<file path="src/hw/sioc_pkg.sv">
/*
  Shared constants and carrier types for the system I/O control port bank:
  port addresses, field positions, reset values and the pin-side structs.
  Assumes a byte-wide host I/O bus with a 16-bit port address.
*/
package sioc_pkg;

  // Port addresses on the host I/O bus
  localparam logic [15:0] MEM_LAYOUT_NMI_A0   = 16'h00a0;
  localparam logic [15:0] MEM_LAYOUT_NMI_A1   = 16'h00a1;
  localparam logic [15:0] JOY_RESTART_PORT    = 16'h0200;
  localparam logic [15:0] JOY_POSITION_PORT   = 16'h0201;
  localparam logic [15:0] PRINTER_DATA_PORT   = 16'h0378;
  localparam logic [15:0] PRINTER_STATUS_PORT = 16'h0379;
  localparam logic [15:0] PRINTER_CTRL_PORT   = 16'h037a;
  localparam logic [15:0] VIDEO_MODE_PORT     = 16'h03d8;
  localparam logic [15:0] VIDEO_COLOUR_PORT   = 16'h03d9;
  localparam logic [15:0] VIDEO_PAGE_PORT     = 16'h03df;
  localparam logic [15:0] FLOPPY_OUTPUT_PORT  = 16'h03f2;

  // Reset and fixed read values
  localparam logic [7:0] CTRL_RESET_VALUE = 8'h00;
  localparam logic [7:0] READ_NO_DATA     = 8'hff;
  localparam logic [2:0] STATUS_UNUSED    = 3'h7;

  // Video page register fields
  localparam int PAGE_DISPLAY_LSB = 0;
  localparam int PAGE_CPU_LSB     = 3;
  localparam int PAGE_MODE_LSB    = 6;

  // Floppy drive output register fields
  localparam int DOR_SEL0_BIT    = 0;
  localparam int DOR_SEL1_BIT    = 1;
  localparam int DOR_RESETN_BIT  = 2;
  localparam int DOR_DMAIRQ_BIT  = 3;
  localparam int DOR_MOTOR0_BIT  = 4;
  localparam int DOR_MOTOR1_BIT  = 5;
  localparam int DOR_TC_BIT      = 6;

  // Printer control fields
  localparam int PCTL_STROBE_BIT = 0;
  localparam int PCTL_AUTOLF_BIT = 1;
  localparam int PCTL_INIT_BIT   = 2;
  localparam int PCTL_SELIN_BIT  = 3;
  localparam int PCTL_IRQEN_BIT  = 4;
  localparam int PCTL_OEN_BIT    = 5;
  localparam int PCTL_WIDTH      = 6;

  // Memory configuration fields
  localparam int MEM_CODE_LSB  = 0;
  localparam int MEM_CODE_W    = 4;
  localparam int MEM_NMI_BIT   = 7;

  // Synchroniser depth for pin inputs
  localparam int SYNC_STAGES = 2;

  typedef struct packed {
    logic [1:0] videoAddrMode;
    logic [2:0] cpuPage;
    logic [2:0] displayPage;
    logic       blinkEnable;
    logic       graphics640;
    logic       videoEnable;
    logic       blackWhite;
    logic       graphicsSelect;
    logic       hiResClock;
    logic       colourSetSelect;
    logic       fgIntensity;
    logic [3:0] background;
  } sioc_video_t;

  typedef struct packed {
    logic       drive0Select;
    logic       drive1Select;
    logic       floppyControllerResetN;
    logic       dmaIrqEnable;
    logic       motor0On;
    logic       motor1On;
    logic       terminalCount;
  } sioc_floppy_t;

  typedef struct packed {
    logic [7:0] data;
    logic       dataOe;
    logic       strobeN;
    logic       autoLineFeedN;
    logic       initN;
    logic       selectInN;
    logic       ackIrq;
  } sioc_printer_t;

  typedef struct packed {
    logic busyN;
    logic ackN;
    logic paperEndN;
    logic selected;
    logic errorN;
  } sioc_prn_status_t;

endpackage

</file>
<file path="src/hw/sioc_ports.sv">
/*
  System I/O control port bank: video page, mode and colour registers,
  floppy drive output register, parallel printer ports, joystick ports and
  memory configuration / NMI enable port, all byte-wide on the host I/O bus.
  Assumes single-cycle read and write strobes on clk from the bus decoder;
  printer status and joystick lines arrive asynchronously from pins.
*/
// Behaviour
// RULE1 - Video page: bits 0-2 display page, 3-5 processor page, 6-7 address mode.
// RULE2 - Drive output: both selects low picks drive 0; bit0 high, bit1 low drive 1.
// RULE3 - Bit 2 low holds floppy controller in reset; bit 3 passes its DMA and interrupt.
// RULE4 - Bit 4 turns drive 0 motor on; bit 5 turns drive 1 motor on.
// RULE5 - Bit 6 drives floppy terminal count; bit 7 does nothing.
// RULE6 - Software only writes the drive output register; nothing readable there.
// RULE7 - Video mode bits 0-5: hi-res clock, graphics, mono, enable, 640 dot, blink.
// RULE8 - Colour select: background BGRI bits 0-3, foreground intensity 4, colour set 5.
// RULE9 - Printer control bits 0-3 drive active-low lines; bit 5 low enables data drivers.
// RULE10 - Printer control bit 4 lets the acknowledge interrupt through.
// RULE11 - Printer status read only: 0-2 unused, error 3, ack 6, busy 7, active low.
// RULE12 - Status bit 4 one when printer selected; bit 5 zero at end of paper.
// RULE13 - Joystick read: timing states in bits 0-3, button pairs in bits 4-7.
// RULE14 - Writing either joystick port restarts integrators before position timing.
// RULE15 - Memory port: layout code in bits 0-3, bit 7 enables the NMI.
// RULE16 - Memory port reads have no effect and no data; bits 4-6 ignored.
// RULE17 - Reset clears every writable control register to zero.
// RULE18 - Printer data port latches the whole byte and drives it while enabled.
`timescale 1ns/100ps
module sioc_ports (
  // Clock and reset
  input  wire logic                       clk,
  input  wire logic                       arst_n,
  // Host I/O bus
  input  wire logic [15:0]                ioAddr,
  input  wire logic                       ioWrStb,
  input  wire logic                       ioRdStb,
  input  wire logic [7:0]                 ioWrData,
  output logic      [7:0]                 ioRdData,
  output logic                            ioRdValid,
  // Printer status pins
  input  wire sioc_pkg::sioc_prn_status_t prnStatusPins,
  // Joystick timing and button pins
  input  wire logic [7:0]                 joyPins,
  // Video controller side
  output sioc_pkg::sioc_video_t           videoCtrl,
  // Floppy controller side
  output sioc_pkg::sioc_floppy_t          floppyCtrl,
  // Printer side
  output sioc_pkg::sioc_printer_t         printerCtrl,
  // Joystick integrators
  output logic                            joyRestart,
  // Memory layout and NMI
  output logic      [3:0]                 memoryLayoutCode,
  output logic                            nmiEnable
);
  import sioc_pkg::*;

  typedef struct packed {
    logic [7:0]    videoPage;
    logic [7:0]    videoMode;
    logic [7:0]    videoColour;
    logic [7:0]    floppyOut;
    logic [7:0]    prnData;
    logic [PCTL_WIDTH-1:0] prnCtrl;
    logic [MEM_CODE_W-1:0] memCode;
    logic          nmiEn;
    logic          joyRestart;
    logic [7:0]    rdData;
    logic          rdValid;
    sioc_floppy_t  floppyPins;
    sioc_printer_t printerPins;
  } sioc_state_t;

  sioc_state_t      state_reg;
  sioc_state_t      state_next;
  sioc_prn_status_t prnStatusSync;
  logic [7:0]       joySync;

  // Address decode
  logic hitPage;
  logic hitMode;
  logic hitColour;
  logic hitFloppy;
  logic hitPrnData;
  logic hitPrnStatus;
  logic hitPrnCtrl;
  logic hitJoyRestart;
  logic hitJoyPos;
  logic hitMem;
  logic [7:0] statusByte;
  logic [7:0] rdMux;

  // Pin inputs cross into clk before any logic looks at them
  sioc_sync #(
    .WIDTH($bits(sioc_prn_status_t))
  ) u_prn_sync (
    .clk    (clk),
    .arst_n (arst_n),
    .asyncIn(prnStatusPins),
    .syncOut(prnStatusSync)
  );

  sioc_sync #(
    .WIDTH(8)
  ) u_joy_sync (
    .clk    (clk),
    .arst_n (arst_n),
    .asyncIn(joyPins),
    .syncOut(joySync)
  );

  always_comb begin
    hitPage       = (ioAddr == VIDEO_PAGE_PORT);
    hitMode       = (ioAddr == VIDEO_MODE_PORT);
    hitColour     = (ioAddr == VIDEO_COLOUR_PORT);
    hitFloppy     = (ioAddr == FLOPPY_OUTPUT_PORT);
    hitPrnData    = (ioAddr == PRINTER_DATA_PORT);
    hitPrnStatus  = (ioAddr == PRINTER_STATUS_PORT);
    hitPrnCtrl    = (ioAddr == PRINTER_CTRL_PORT);
    hitJoyRestart = (ioAddr == JOY_RESTART_PORT);
    hitJoyPos     = (ioAddr == JOY_POSITION_PORT);
    hitMem        = (ioAddr == MEM_LAYOUT_NMI_A0) || (ioAddr == MEM_LAYOUT_NMI_A1);
  end

  // Status byte: every flag but "selected" reads zero when active
  always_comb begin
    statusByte      = '0;
    statusByte[2:0] = STATUS_UNUSED; // RULE11
    statusByte[3]   = prnStatusSync.errorN; // RULE11
    statusByte[4]   = prnStatusSync.selected; // RULE12
    statusByte[5]   = prnStatusSync.paperEndN; // RULE12
    statusByte[6]   = prnStatusSync.ackN; // RULE11
    statusByte[7]   = prnStatusSync.busyN; // RULE11
  end

  // Read multiplexer; write-only and unmapped ports float high
  always_comb begin
    rdMux = READ_NO_DATA;
    if (hitPage) begin
      rdMux = state_reg.videoPage;
    end else if (hitMode) begin
      rdMux = state_reg.videoMode;
    end else if (hitColour) begin
      rdMux = state_reg.videoColour;
    end else if (hitPrnData) begin
      rdMux = state_reg.prnData;
    end else if (hitPrnStatus) begin
      rdMux = statusByte;
    end else if (hitPrnCtrl) begin
      rdMux = {2'h0, state_reg.prnCtrl};
    end else if (hitJoyPos) begin
      rdMux = joySync; // RULE13
    end else if (hitFloppy || hitMem) begin
      rdMux = READ_NO_DATA; // RULE6 RULE16
    end
  end

  always_comb begin
    state_next            = state_reg;
    state_next.joyRestart = 1'b0;
    state_next.rdValid    = 1'b0;

    // Writes
    if (ioWrStb) begin
      if (hitPage) begin
        state_next.videoPage = ioWrData; // RULE1
      end
      if (hitMode) begin
        state_next.videoMode = {2'h0, ioWrData[5:0]}; // RULE7
      end
      if (hitColour) begin
        state_next.videoColour = {2'h0, ioWrData[5:0]}; // RULE8
      end
      if (hitFloppy) begin
        state_next.floppyOut = {1'b0, ioWrData[6:0]}; // RULE5
      end
      if (hitPrnData) begin
        state_next.prnData = ioWrData; // RULE18
      end
      if (hitPrnCtrl) begin
        state_next.prnCtrl = ioWrData[PCTL_WIDTH-1:0]; // RULE9 RULE10
      end
      if (hitJoyRestart || hitJoyPos) begin
        state_next.joyRestart = 1'b1; // RULE14
      end
      if (hitMem) begin
        state_next.memCode = ioWrData[MEM_CODE_LSB +: MEM_CODE_W]; // RULE15 RULE16
        state_next.nmiEn   = ioWrData[MEM_NMI_BIT]; // RULE15
      end
    end

    // Reads return data one cycle after the strobe and change nothing else
    if (ioRdStb) begin
      state_next.rdData  = rdMux; // RULE16
      state_next.rdValid = 1'b1;
    end

    // Floppy pins decoded from the register so the outputs are plain flops
    state_next.floppyPins.drive0Select =
      !state_next.floppyOut[DOR_SEL0_BIT] && !state_next.floppyOut[DOR_SEL1_BIT]; // RULE2
    state_next.floppyPins.drive1Select =
      state_next.floppyOut[DOR_SEL0_BIT] && !state_next.floppyOut[DOR_SEL1_BIT]; // RULE2
    state_next.floppyPins.floppyControllerResetN = state_next.floppyOut[DOR_RESETN_BIT]; // RULE3
    state_next.floppyPins.dmaIrqEnable  = state_next.floppyOut[DOR_DMAIRQ_BIT]; // RULE3
    state_next.floppyPins.motor0On      = state_next.floppyOut[DOR_MOTOR0_BIT]; // RULE4
    state_next.floppyPins.motor1On      = state_next.floppyOut[DOR_MOTOR1_BIT]; // RULE4
    state_next.floppyPins.terminalCount = state_next.floppyOut[DOR_TC_BIT]; // RULE5

    // Printer pins; control lines follow the register level directly
    state_next.printerPins.data          = state_next.prnData; // RULE18
    state_next.printerPins.dataOe        = !state_next.prnCtrl[PCTL_OEN_BIT]; // RULE9
    state_next.printerPins.strobeN       = state_next.prnCtrl[PCTL_STROBE_BIT]; // RULE9
    state_next.printerPins.autoLineFeedN = state_next.prnCtrl[PCTL_AUTOLF_BIT]; // RULE9
    state_next.printerPins.initN         = state_next.prnCtrl[PCTL_INIT_BIT]; // RULE9
    state_next.printerPins.selectInN     = state_next.prnCtrl[PCTL_SELIN_BIT]; // RULE9
    // Interrupt request follows acknowledge low only while enabled
    state_next.printerPins.ackIrq =
      state_next.prnCtrl[PCTL_IRQEN_BIT] && !prnStatusSync.ackN; // RULE10
  end

  // Reset leaves motors off, interrupts masked and the floppy controller held in reset
  always_ff @(posedge clk or negedge arst_n) begin
    if (!arst_n) begin
      state_reg                                    <= '0; // RULE17
      state_reg.videoPage                          <= CTRL_RESET_VALUE;
      state_reg.floppyOut                          <= CTRL_RESET_VALUE;
      state_reg.rdData                             <= READ_NO_DATA;
      state_reg.floppyPins.drive0Select            <= 1'b1;
      state_reg.printerPins.dataOe                 <= 1'b1;
    end else begin
      state_reg <= state_next;
    end
  end

  // Outputs, all straight from state flops
  always_comb begin
    videoCtrl                 = '0;
    videoCtrl.displayPage     = state_reg.videoPage[PAGE_DISPLAY_LSB +: 3]; // RULE1
    videoCtrl.cpuPage         = state_reg.videoPage[PAGE_CPU_LSB +: 3]; // RULE1
    videoCtrl.videoAddrMode   = state_reg.videoPage[PAGE_MODE_LSB +: 2]; // RULE1
    videoCtrl.hiResClock      = state_reg.videoMode[0]; // RULE7
    videoCtrl.graphicsSelect  = state_reg.videoMode[1];
    videoCtrl.blackWhite      = state_reg.videoMode[2];
    videoCtrl.videoEnable     = state_reg.videoMode[3];
    videoCtrl.graphics640     = state_reg.videoMode[4];
    videoCtrl.blinkEnable     = state_reg.videoMode[5];
    videoCtrl.background      = state_reg.videoColour[3:0]; // RULE8
    videoCtrl.fgIntensity     = state_reg.videoColour[4];
    videoCtrl.colourSetSelect = state_reg.videoColour[5];
  end

  assign floppyCtrl       = state_reg.floppyPins;
  assign printerCtrl      = state_reg.printerPins;
  assign joyRestart       = state_reg.joyRestart;
  assign memoryLayoutCode = state_reg.memCode;
  assign nmiEnable        = state_reg.nmiEn;
  assign ioRdData         = state_reg.rdData;
  assign ioRdValid        = state_reg.rdValid;

endmodule

</file>
<file path="src/hw/sioc_sync.sv">
/*
  Two-stage level synchroniser, width set by parameter.
  Assumes the input is asynchronous to clk; only the second stage is read.
*/
`timescale 1ns/100ps
module sioc_sync #(
  parameter int WIDTH = 1
) (
  // Clock and reset
  input  wire logic             clk,
  input  wire logic             arst_n,
  // Data
  input  wire logic [WIDTH-1:0] asyncIn,
  output logic      [WIDTH-1:0] syncOut
);
  typedef struct packed {
    logic [WIDTH-1:0] stage1;
    logic [WIDTH-1:0] stage2;
  } sioc_sync_state_t;

  sioc_sync_state_t state_reg;
  sioc_sync_state_t state_next;

  always_comb begin
    state_next        = state_reg;
    state_next.stage1 = asyncIn;
    state_next.stage2 = state_reg.stage1;
  end

  always_ff @(posedge clk or negedge arst_n) begin
    if (!arst_n) begin
      state_reg <= '0;
    end else begin
      state_reg <= state_next;
    end
  end

  assign syncOut = state_reg.stage2;

endmodule

</file>
<file path="config.mk">
export PLATFORM = sky130hd
export DESIGN_NAME = sioc_ports
export DESIGN_NICKNAME = d
export VERILOG_FILES = /design/src/hw/sioc_pkg.sv /design/src/hw/sioc_ports.sv /design/src/hw/sioc_sync.sv
export SDC_FILE = /design/constraint.sdc
export NUM_CORES = 1
export LEC_CHECK = 0
export ABC_AREA = 1
export BUFFER_PORTS_ARGS = -buffer_cell sky130_fd_sc_hd__buf_2
export CORE_MARGIN = 5
export CORE_UTILIZATION = 30
export CTS_CLUSTER_SIZE = 10
export DETAILED_ROUTE_END_ITERATION = 10
export GPL_TIMING_DRIVEN = 0
export SLEW_MARGIN = 25
export SYNTH_ARGS = -nofsm -noshare
export SYNTH_HDL_FRONTEND = slang
export SYNTH_SLANG_ARGS = --single-unit
</file>
<file path="constraint.sdc">
create_clock -name clk -period 1.3 [get_ports clk]
set_clock_uncertainty 0.2 [all_clocks]
set_input_delay 0.065 -clock clk [delete_from_list [all_inputs] [get_ports clk]]
set_output_delay 0.065 -clock clk [all_outputs]
set_load 0.05 [all_outputs]
</file>
## Yosys cells after proc, flatten, opt, wreduce, memory -nomap -nowiden

Index checks and enable logic that the tools add are counted.

- Register bits: 95
- Input bits: 41
- Output and inout bits: 56
- Word-level logic and storage cells: 67

- Equal/unequal tests: 11
- Mux-type cells: 14
- Reduce and logical (&&, ||, !) cells: 14

Operators by type and width:

| kind | number |
|---|---|
| $eq 16x10->1 const B | 9 |
| $mux 8 | 8 |
| $eq 16x8->1 const B | 2 |
| $mux 27 | 1 |
| $reduce_and 2->1 | 5 |
| $mux 7 | 1 |
| $mux 6 | 1 |
| $mux 5 | 1 |
| $logic_not 1->1 | 4 |
| $logic_and 1x1->1 | 3 |
| $logic_or 1x1->1 | 2 |
| $mux 1 | 2 |

## Longest topological paths before layout

Gate-level depths: netlist (run 1).

- Word-level depth: 8
- Depth in mapped cells: 14
- Gate-level depth less buffers: 14

## Cells and area by module

A second synthesis (run 1) with hierarchy kept.

- Cell total of the unflattened synthesis: 450
- Area total of the unflattened synthesis: 4013.8 um^2

Modules (own cells, without submodules):

| module | times used | cells each | area an instance (um^2) | sequential area each (um^2) |
|---|---|---|---|---|
| sioc_ports | 1 | 424 | 3363.2 | 1514.0 |
| sioc_sync (u_joy_sync) | 1 | 16 | 400.4 | 400.4 |
| sioc_sync (u_prn_sync) | 1 | 10 | 250.2 | 250.2 |

## Least setup slack after synthesis (run 1)

Ideal clock, no wire load.

- Kind: input-to-reg
- Start point: in ioAddr[13]
- End point: reg state_reg, in the netlist videoCtrl[1]
- Setup time: 122 ps
- Arrival time: 1103 ps
- Data required time: 978 ps
- Setup slack: -126 ps
- Cell stages on the path: 10
- Path buffers: 2
- Cells stage by stage: nor2_1 -> nand2_2 -> nor2_8 -> buf_8 -> nand3_4 -> clkinv_4 -> nand2_2 -> buf_6 -> nand2_1 -> o21ai_2

- Longest elaborated chain between the ends: 2

RTL lines:

| what | RTL line | RTL |
|---|---|---|
| start, declared | sioc_ports.sv:33 | `input wire logic [15:0] ioAddr,` |
| $eq 16x10->1 | sioc_ports.sv:114 | `hitColour = (ioAddr == VIDEO_COLOUR_PORT);` |
| $reduce_and 2->1 (no line) | - |  |
| end signal, assigned | sioc_ports.sv:230 | `state_reg <= state_next;` |
| end, declared | sioc_ports.sv:73 | `sioc_state_t state_reg;` |

Every way passes these cells.
A chain may end at the register's enable or synchronous reset.

## Worst setup path in the final report (run 1)

- Start point: in ioAddr[11]
- End point: reg state_reg, in the netlist ioRdData[1]

- Longest elaborated chain between the ends: 8
- Elaborated cells between the ends (all ways): 14
- Those cells by class: 7 x eq/ne; 7 x mux

RTL lines:

| what | RTL line | RTL |
|---|---|---|
| $eq 16x10->1 | sioc_ports.sv:120 | `hitJoyPos = (ioAddr == JOY_POSITION_PORT);` |
| $mux 8 | sioc_ports.sv:150 | `end else if (hitJoyPos) begin` |
| $mux 8 | sioc_ports.sv:148 | `end else if (hitPrnCtrl) begin` |
| $mux 8 | sioc_ports.sv:146 | `end else if (hitPrnStatus) begin` |
| $mux 8 | sioc_ports.sv:144 | `end else if (hitPrnData) begin` |
| $mux 8 | sioc_ports.sv:142 | `end else if (hitColour) begin` |
| $mux 8 | sioc_ports.sv:140 | `end else if (hitMode) begin` |
| $mux 8 * | sioc_ports.sv:138 | `if (hitPage) begin` |

Mark *: on every way between the ends. The rest lies on a longest branch, timed or not.

==> results of run 1 <==
[placed cells by master, fill, tap and decap left out, types with 5 or more instances in the layout]
cell type,synthesis,layout
inv_2,4,5
nor2_1,36,25
dfstp_2,10,10
buf_8,1,31
nand2_1,113,92
nor2_4,3,9
buf_6,4,40
buf_2,2,39
buf_4,54,78
nand4_1,7,7
o21ai_2,13,14
dlygate4sd3_1,0,28
dfrtp_1,76,76
nand2_2,7,21
nand3_2,1,7
o21ai_0,31,24
nand2_4,3,10
clkbuf_16,0,10
inv_1,37,34
o21ai_1,11,17
nand3_1,19,12
nor2_2,3,8
[repair_timing]
action / in CTS / in global routing
endpoints found under the setup margin: 75 / 74
gates cloned: 0 / 2
resized for setup: 131 / 90
hold endpoints to repair: 134 / 3
setup buffers: 36 / 16
hold buffers: 27 / 1
pin swaps: 2 / 28
[per-stage QoR]
step                      TNS, ns  total power (W)  hold WS, ns
after global routing       -1.886         0.006342    -0.003193
after floorplan           -0.7534         0.002977      -0.4306
after global placement     -74.40         0.003164     -0.02421
after CTS                 -0.1338         0.006179     -0.05847
final                     -0.2724         0.006141     -0.01564
after detailed placement   -18.80         0.003183      -0.1460
[final cells by class]
cell class,instances,area share (%)
flip-flops and latches,86,33.04
repair buffers,179,25.59
multi-input cells,272,24.33
plain buffers,41,5.749
clock buffers,9,3.438
well taps,180,3.438
inverters,43,2.693
clock inverters,7,1.719
[logic make-up after synthesis]
kind of cell,after synthesis,synth area share [%]
flops,86,51.83
simple gates,213,24.30
compound gates,59,8.298
buf+inv,106,15.58
[power breakdown]
part           leakage, nW  total, W  internal [W]  switching, W
registers             1.09   0.00277       0.00274     0.0000263
logic                 2.02  0.000477      0.000196      0.000281
clock network        0.165   0.00289       0.00187       0.00103
total                 3.28   0.00614       0.00480       0.00134
[final timing paths]
check                                                        start                                 end  slack (ns)  cells after the start
worst min-delay path                                       ioWrStb            videoCtrl[0]$_DFFE_PN0P_       -0.02                      4
min in group asynchronous                                   arst_n  u_prn_sync.state_next[0]$_DFF_PN0_        0.03                      2
worst max-delay path                                    ioAddr[11]             ioRdData[1]$_DFFE_PN1P_       -0.03                     12
max in group asynchronous                                   arst_n             ioRdData[2]$_DFFE_PN1P_        0.19                      3
worst max register to register            videoCtrl[9]$_DFFE_PN0P_             ioRdData[3]$_DFFE_PN1P_        0.02                      4
worst min register to register  u_joy_sync.state_next[5]$_DFF_PN0_     u_joy_sync.syncOut[5]$_DFF_PN0_        0.14                      0
[metal layers]
| metal | global-route usage [%] | wire length [um] | part of all wire [%] | vias up |
|---|---|---|---|---|
| met5 | 0 | 0 | 0 | - |
| met4 | 7.054 | 266 | 2.2 | 0 |
| met3 | 2.250 | 683 | 5.6 | 16 |
| met2 | 23.14 | 5864 | 48 | 109 |
| met1 | 19.54 | 5342 | 44 | 1651 |
| li1 | - | - | - | 1763 |
[critical path: stages]
cell and delay [ns]:
buf_6 0.10, nor2_4 0.15, nand2_4 0.09, nor2_8 0.20, buf_8 0.17, nand3_4 0.13
inv_8 0.11, nand3_2 0.06, and3_4 0.15, nand2_2 0.06, nand2_1 0.06, nand2_1 0.07
==> qor.yml, run 1 <==
route:
  vias: 3539
  drt_iter0_markers: 185
  wl_per_cell_um: 14.88
  viasPerCell: 4.332
  ant_nets: 0
  drc: 0
  totalWireLength_um: 12160
  firstDrtPassIters: 4
yosys:
  ys_async_sr_fraction_pct: 100.0
  synth-main-ff-cell: "dfrtp_1"
  synth_nets: 505
  ys_seq_area_share_pct: 51.83
  synthCells: 464
  yosysMostFrequentCell: "nand2_1"
  synth_edf_count: 0
  ys_warn_count: 0
  synth_area_leaders: "dfrtp_1, nand2_1, buf_4, dfstp_2, o21ai_0"
  synth-seq-cells: 86
  syn_avg_cell_area_um2: 9.001
  synth.cells.most_frequent: "nand2_1, dfrtp_1, buf_4"
  synth_top_area_share_pct: 45.54
  ys_types: 37
  yosysTopAreaCell: "dfrtp_1"
  synth_area_mm2: 0.004177
critical_path:
  critPathMaxFanout: 8
  cp-end-kind: "flop"
  required_ns: 1.38
  crit_arrival_ns: 1.41
  path_class: "primary input to flop"
  cp-start-kind: "primary input"
final_layout:
  final_core_util_pct: 47.57
  multi_input_area_mm2: 0.001594
  area.sequential_mm2: 0.002165
  drive_gt1_share_pct: 48.35
  diodes: 0
  largest_reg_flops: 20
  design_area_mm2: 0.006551
  finalNetCount: 673
  syn2layout_area_growth_pct: 56.86
  filler_cell_count: 1308
  fin_cells: 817
hold_path:
  hp-class: "primary input to flop"
clock_network:
  cts.root.buffer_cell: "clkbuf_16"
  clkLatencyLatePin_ns: 0.34
  clock-sinks: 86
  cts-buffers-inserted: 9
  cts_tree: "done"
  clk_path_buf_depth: 2
  clk_pin_slew_ns: 0.06
  cts_max_level: 3
timing:
  finalHoldViolations: 3
  setup_violations: 17
  maxSlewHeadroom_pct: 68.78
  maxSlewViolCount: 0
  tightest_slew_ns: 0.4684
  timing.hold.ws_ns: -0.01564
  min_period_over_period_pct: 102.4
  period_needed_ns: 1.331
  grt_setup_unrepaired: "yes"
  fmaxAchievable_mhz: 751.2
  setup_slack_ns: -0.03115
global_route:
  antenna_found_initial: 0
  grt_use_total_pct: 14.60
  grt_pass1_vias: 3610
  grt_max_degree: 54
  grt_pass1_wl_um: 18390
  gr-total-overflow: 0
placed_design:
  dp_hpwl_um: 8296
  routabilityCongestion: 0.8330
  dp_slack_ns: -0.4515
  dpl-instance-area_mm2: 0.004954
  portBuffers: 96
  dp_cells: 741
die:
  ios: 97
  dieArea_mm2: 0.01638
  die_y_um: 128.0
  initial_core_util_pct: 30.32
  core.rowCount: 43
  core_mm2: 0.01377
  die-width_um: 128.0
pwr:
  p_leak_nw: 3.276
  peakVddDrop_mv: 0.6483
  p_per_area_mw_per_mm2: 937.3
flow_run:
  timing.max_cap.violations: 0
outcome:
  status: "complete, but fails checks"
  violations: "hold timing, setup timing"
Power figures use the tool's default switching activity.
==> inputs of run 2 (changes only) <==
--- a/config.mk
+++ b/config.mk
@@ -6,7 +6,7 @@
 export NUM_CORES = 1
 export LEC_CHECK = 0
 export ABC_AREA = 1
-export BUFFER_PORTS_ARGS = -buffer_cell sky130_fd_sc_hd__buf_2
+export BUFFER_PORTS_ARGS = -buffer_cell sky130_fd_sc_hd__clkbuf_2
 export CORE_MARGIN = 5
 export CORE_UTILIZATION = 30
 export CTS_CLUSTER_SIZE = 10
@@ -15,4 +15,5 @@
 export SLEW_MARGIN = 25
 export SYNTH_ARGS = -nofsm -noshare
 export SYNTH_HDL_FRONTEND = slang
+export SYNTH_HIERARCHICAL = 1
 export SYNTH_SLANG_ARGS = --single-unit
==> qor.yml, run 2 <==
global_route:
  grt_pass1_vias: 3639  # +0.80%
  grt_use_total_pct: 14.82  # +0.22 points
  grt_max_degree: 87  # +61%
  antenna_found_initial: 0  # unchanged
  grt_pass1_wl_um: 18660  # +1.5%
  gr-total-overflow: 0  # unchanged
yosys:
  synth-seq-cells: 86  # unchanged
  syn_avg_cell_area_um2: 8.920  # -0.90%
  ys_warn_count: 6  # +6
  ys_types: 33  # -11%
  synth.cells.most_frequent: "nand2_1, dfrtp_1, buf_4"
  synth-main-ff-cell: "dfrtp_1"
  synth_top_area_share_pct: 47.38  # +1.8 points
  synthCells: 450  # -3.0%
  ys_seq_area_share_pct: 53.93  # +2.1 points
  synth_area_mm2: 0.004014  # -3.9%
  synth_area_leaders: "dfrtp_1, buf_4, nand2_1, dfstp_2, o21ai_1"
  synth_nets: 491  # -2.8%
  yosysMostFrequentCell: "nand2_1"
  yosysTopAreaCell: "dfrtp_1"
  ys_async_sr_fraction_pct: 100.0  # unchanged
  synth_edf_count: 0  # unchanged
final_layout:
  layout_commonest_cell: "nand2_1"
  syn2layout_area_growth_pct: 67.18
  filler_cell_count: 1132  # -13%
  finalNetCount: 660  # -1.9%
  largest_reg_flops: 20  # unchanged
  drive_gt1_share_pct: 45.83  # -2.5 points
  diodes: 0  # unchanged
  fin_cells: 800  # -2.1%
  design_area_mm2: 0.006710  # +2.4%
  final_cell_mix: "nand2_1, dfrtp_1, buf_4, inv_1"
  final_core_util_pct: 50.87  # +3.3 points
die:
  dieArea_mm2: 0.01579  # -3.6%
  ios: 97  # unchanged
  die-width_um: 125.7  # -1.8%
  core_mm2: 0.01319  # -4.2%
  die_y_um: 125.7  # -1.8%
  core.rowCount: 42  # -2.3%
  initial_core_util_pct: 30.43  # +0.11 points
timing:
  tightest_slew_ns: 0.6763  # +0.2079 ns
  maxSlewViolCount: 0  # unchanged
  min_period_over_period_pct: 102.9  # +0.53 points
  final.setup.tns_ns: -0.1802  # +0.09219 ns
  period_needed_ns: 1.338  # +0.006842 ns
  setup_slack_ns: -0.03799  # -0.006842 ns
  setup_violations: 16  # -1
  maxSlewHeadroom_pct: 54.92  # -14 points
  fmaxAchievable_mhz: 747.4  # -0.51%
  finalHoldViolations: 0  # -3
  grt_setup_unrepaired: "yes"
route:
  totalWireLength_um: 12180  # +0.16%
  viasPerCell: 4.505  # +4.0%
  firstDrtPassIters: 4  # unchanged
  wl_per_cell_um: 15.22  # +2.3%
  met2_length_um: 6229  # +6.2%
  wl_met1_um: 4837  # -9.5%
  vias: 3604  # +1.8%
  ant_nets: 0  # unchanged
  drt_iter0_markers: 173  # -6.5%
  drc: 0  # unchanged
  top_layer: "met4"
  route.met3.wl_um: 731  # +7.0%
clock_network:
  clock-sinks: 86  # unchanged
  clkLatencyLatePin_ns: 0.33  # about the same
  cts_max_level: 3  # unchanged
  cts_tree: "done"
  clk_path_buf_depth: 2  # unchanged
  cts.root.buffer_cell: "clkbuf_16"
  clk_pin_slew_ns: 0.06  # about the same
  cts-buffers-inserted: 9  # unchanged
hold_path:
  hp-class: "primary input to flop"
pwr:
  p_leak_nw: 3.273  # about the same
  p_per_area_mw_per_mm2: 894.6  # -4.6%
  peakVddDrop_mv: 0.5298  # -18%
critical_path:
  critPathMaxFanout: 6  # -2
  cp-end-kind: "flop"
  crit_arrival_ns: 1.42  # about the same
  path_class: "primary input to flop"
  cp-start-kind: "primary input"
  required_ns: 1.38  # about the same
placed_design:
  dpl-instance-area_mm2: 0.004802  # -3.1%
  routabilityCongestion: 0.8558  # +2.7%
  dp_cells: 722  # -2.6%
  portBuffers: 96  # unchanged
  dp_hpwl_um: 7768  # -6.4%
flow_run:
  timing.max_cap.violations: 0  # unchanged
outcome:
  violations: "setup timing"
  status: "complete, but fails checks"
==> run 2: cell types whose count changed after synthesis, moves of 5 or more <==
cell,delta
nand3_1,-7
o21ai_1,+21
and3_1,-5
nor2_1,-9
nand2_2,-7
o21ai_0,-16
nand4_1,+10
==> run 2: timing repair <==
item                       in CTS  in global routing
hold endpoints to repair      133                  0
buffers inserted               36                 16
setup endpoints to repair      81                 94
pin swaps                       5                 30
hold buffers                   29                  0
gates cloned                    1                  2
gates resized for setup       149                 99
==> run 2: worst max-delay path: stages <==
cell and delay (ns):
clkbuf_2 0.11, inv_1 0.16, nand2_1 0.15, nor2_2 0.12
and2_1 0.18, nand2_4 0.09, clkinv_1 0.07, nand2_1 0.05
nand2_1 0.09, nand3b_1 0.10, nand2_1 0.10, nand2_1 0.07
nand2_1 0.06
==> run 2: cells by family after synthesis <==
| logic type | Yosys count | share of synthesized area (%) |
|---|---|---|
| and+or+nand+nor | 188 | 21.23 |
| DFF | 86 | 53.93 |
| AOI/OAI and AO/OA | 63 | 8.822 |
| buffers and inverters | 113 | 16.02 |
==> run 2: final cells by class <==
type                            count  area [um^2]  area share [%]
Buffer                             40        360.3           5.370
Clock buffer                       14        244.0           3.636
Sequential cell                    86         2166           32.28
Clock inverter                      2        60.06          0.8950
Inverter                           51        202.7           3.021
Timing Repair Buffer              179         2014           30.02
Multi-Input combinational cell    252         1443           21.50
Tap cell                          176        220.2           3.282
==> run 2: per-layer routing <==
layer	track usage, %	vias to the layer above
li1	-	1731
met1	17.85	1714
met2	25.80	124
met3	3.260	35
met4	5.867	0
met5	0	-
==> run 2: worst paths after layout <==
check                                                   start                         endpoint  slack (ns)  cells after the start
max                                                 ioAddr[0]          ioRdData[1]$_DFFE_PN1P_       -0.04                     13
min                                                   ioRdStb          ioRdData[7]$_DFFE_PN1P_       0.003                      4
max reg2reg                        printerCtrl[9]$_DFFE_PN0P_          ioRdData[3]$_DFFE_PN1P_           0                      8
min reg2reg                u_prn_sync/state_next[1]$_DFF_PN0_  u_prn_sync/syncOut[1]$_DFF_PN0_        0.15                      0
max in group asynchronous                              arst_n       printerCtrl[9]$_DFFE_PN0P_        0.27                      2
min in group asynchronous                              arst_n  u_prn_sync/syncOut[0]$_DFF_PN0_        0.15                      2
==> run 2: power breakdown <==
group	switching (W)	leakage, nW	internal [W]	total [W]
clock	0.000992	0.145	0.00169	0.00268
sequential	0.0000293	1.10	0.00275	0.00278
combinational	0.000310	2.03	0.000233	0.000542
==> run 2: stage by stage <==
stage	power, W	setup WS [ns]	hold WS [ns]
global route	0.006214	-0.1185	0.03803
detailed placement	0.003201	-0.5127	-0.03194
global placement	0.003189	-0.9116	-0.02300
finish	0.006003	-0.03799	0.002764
CTS	0.005995	-0.03879	0.004722
floorplan	0.003002	-0.03156	-0.4306
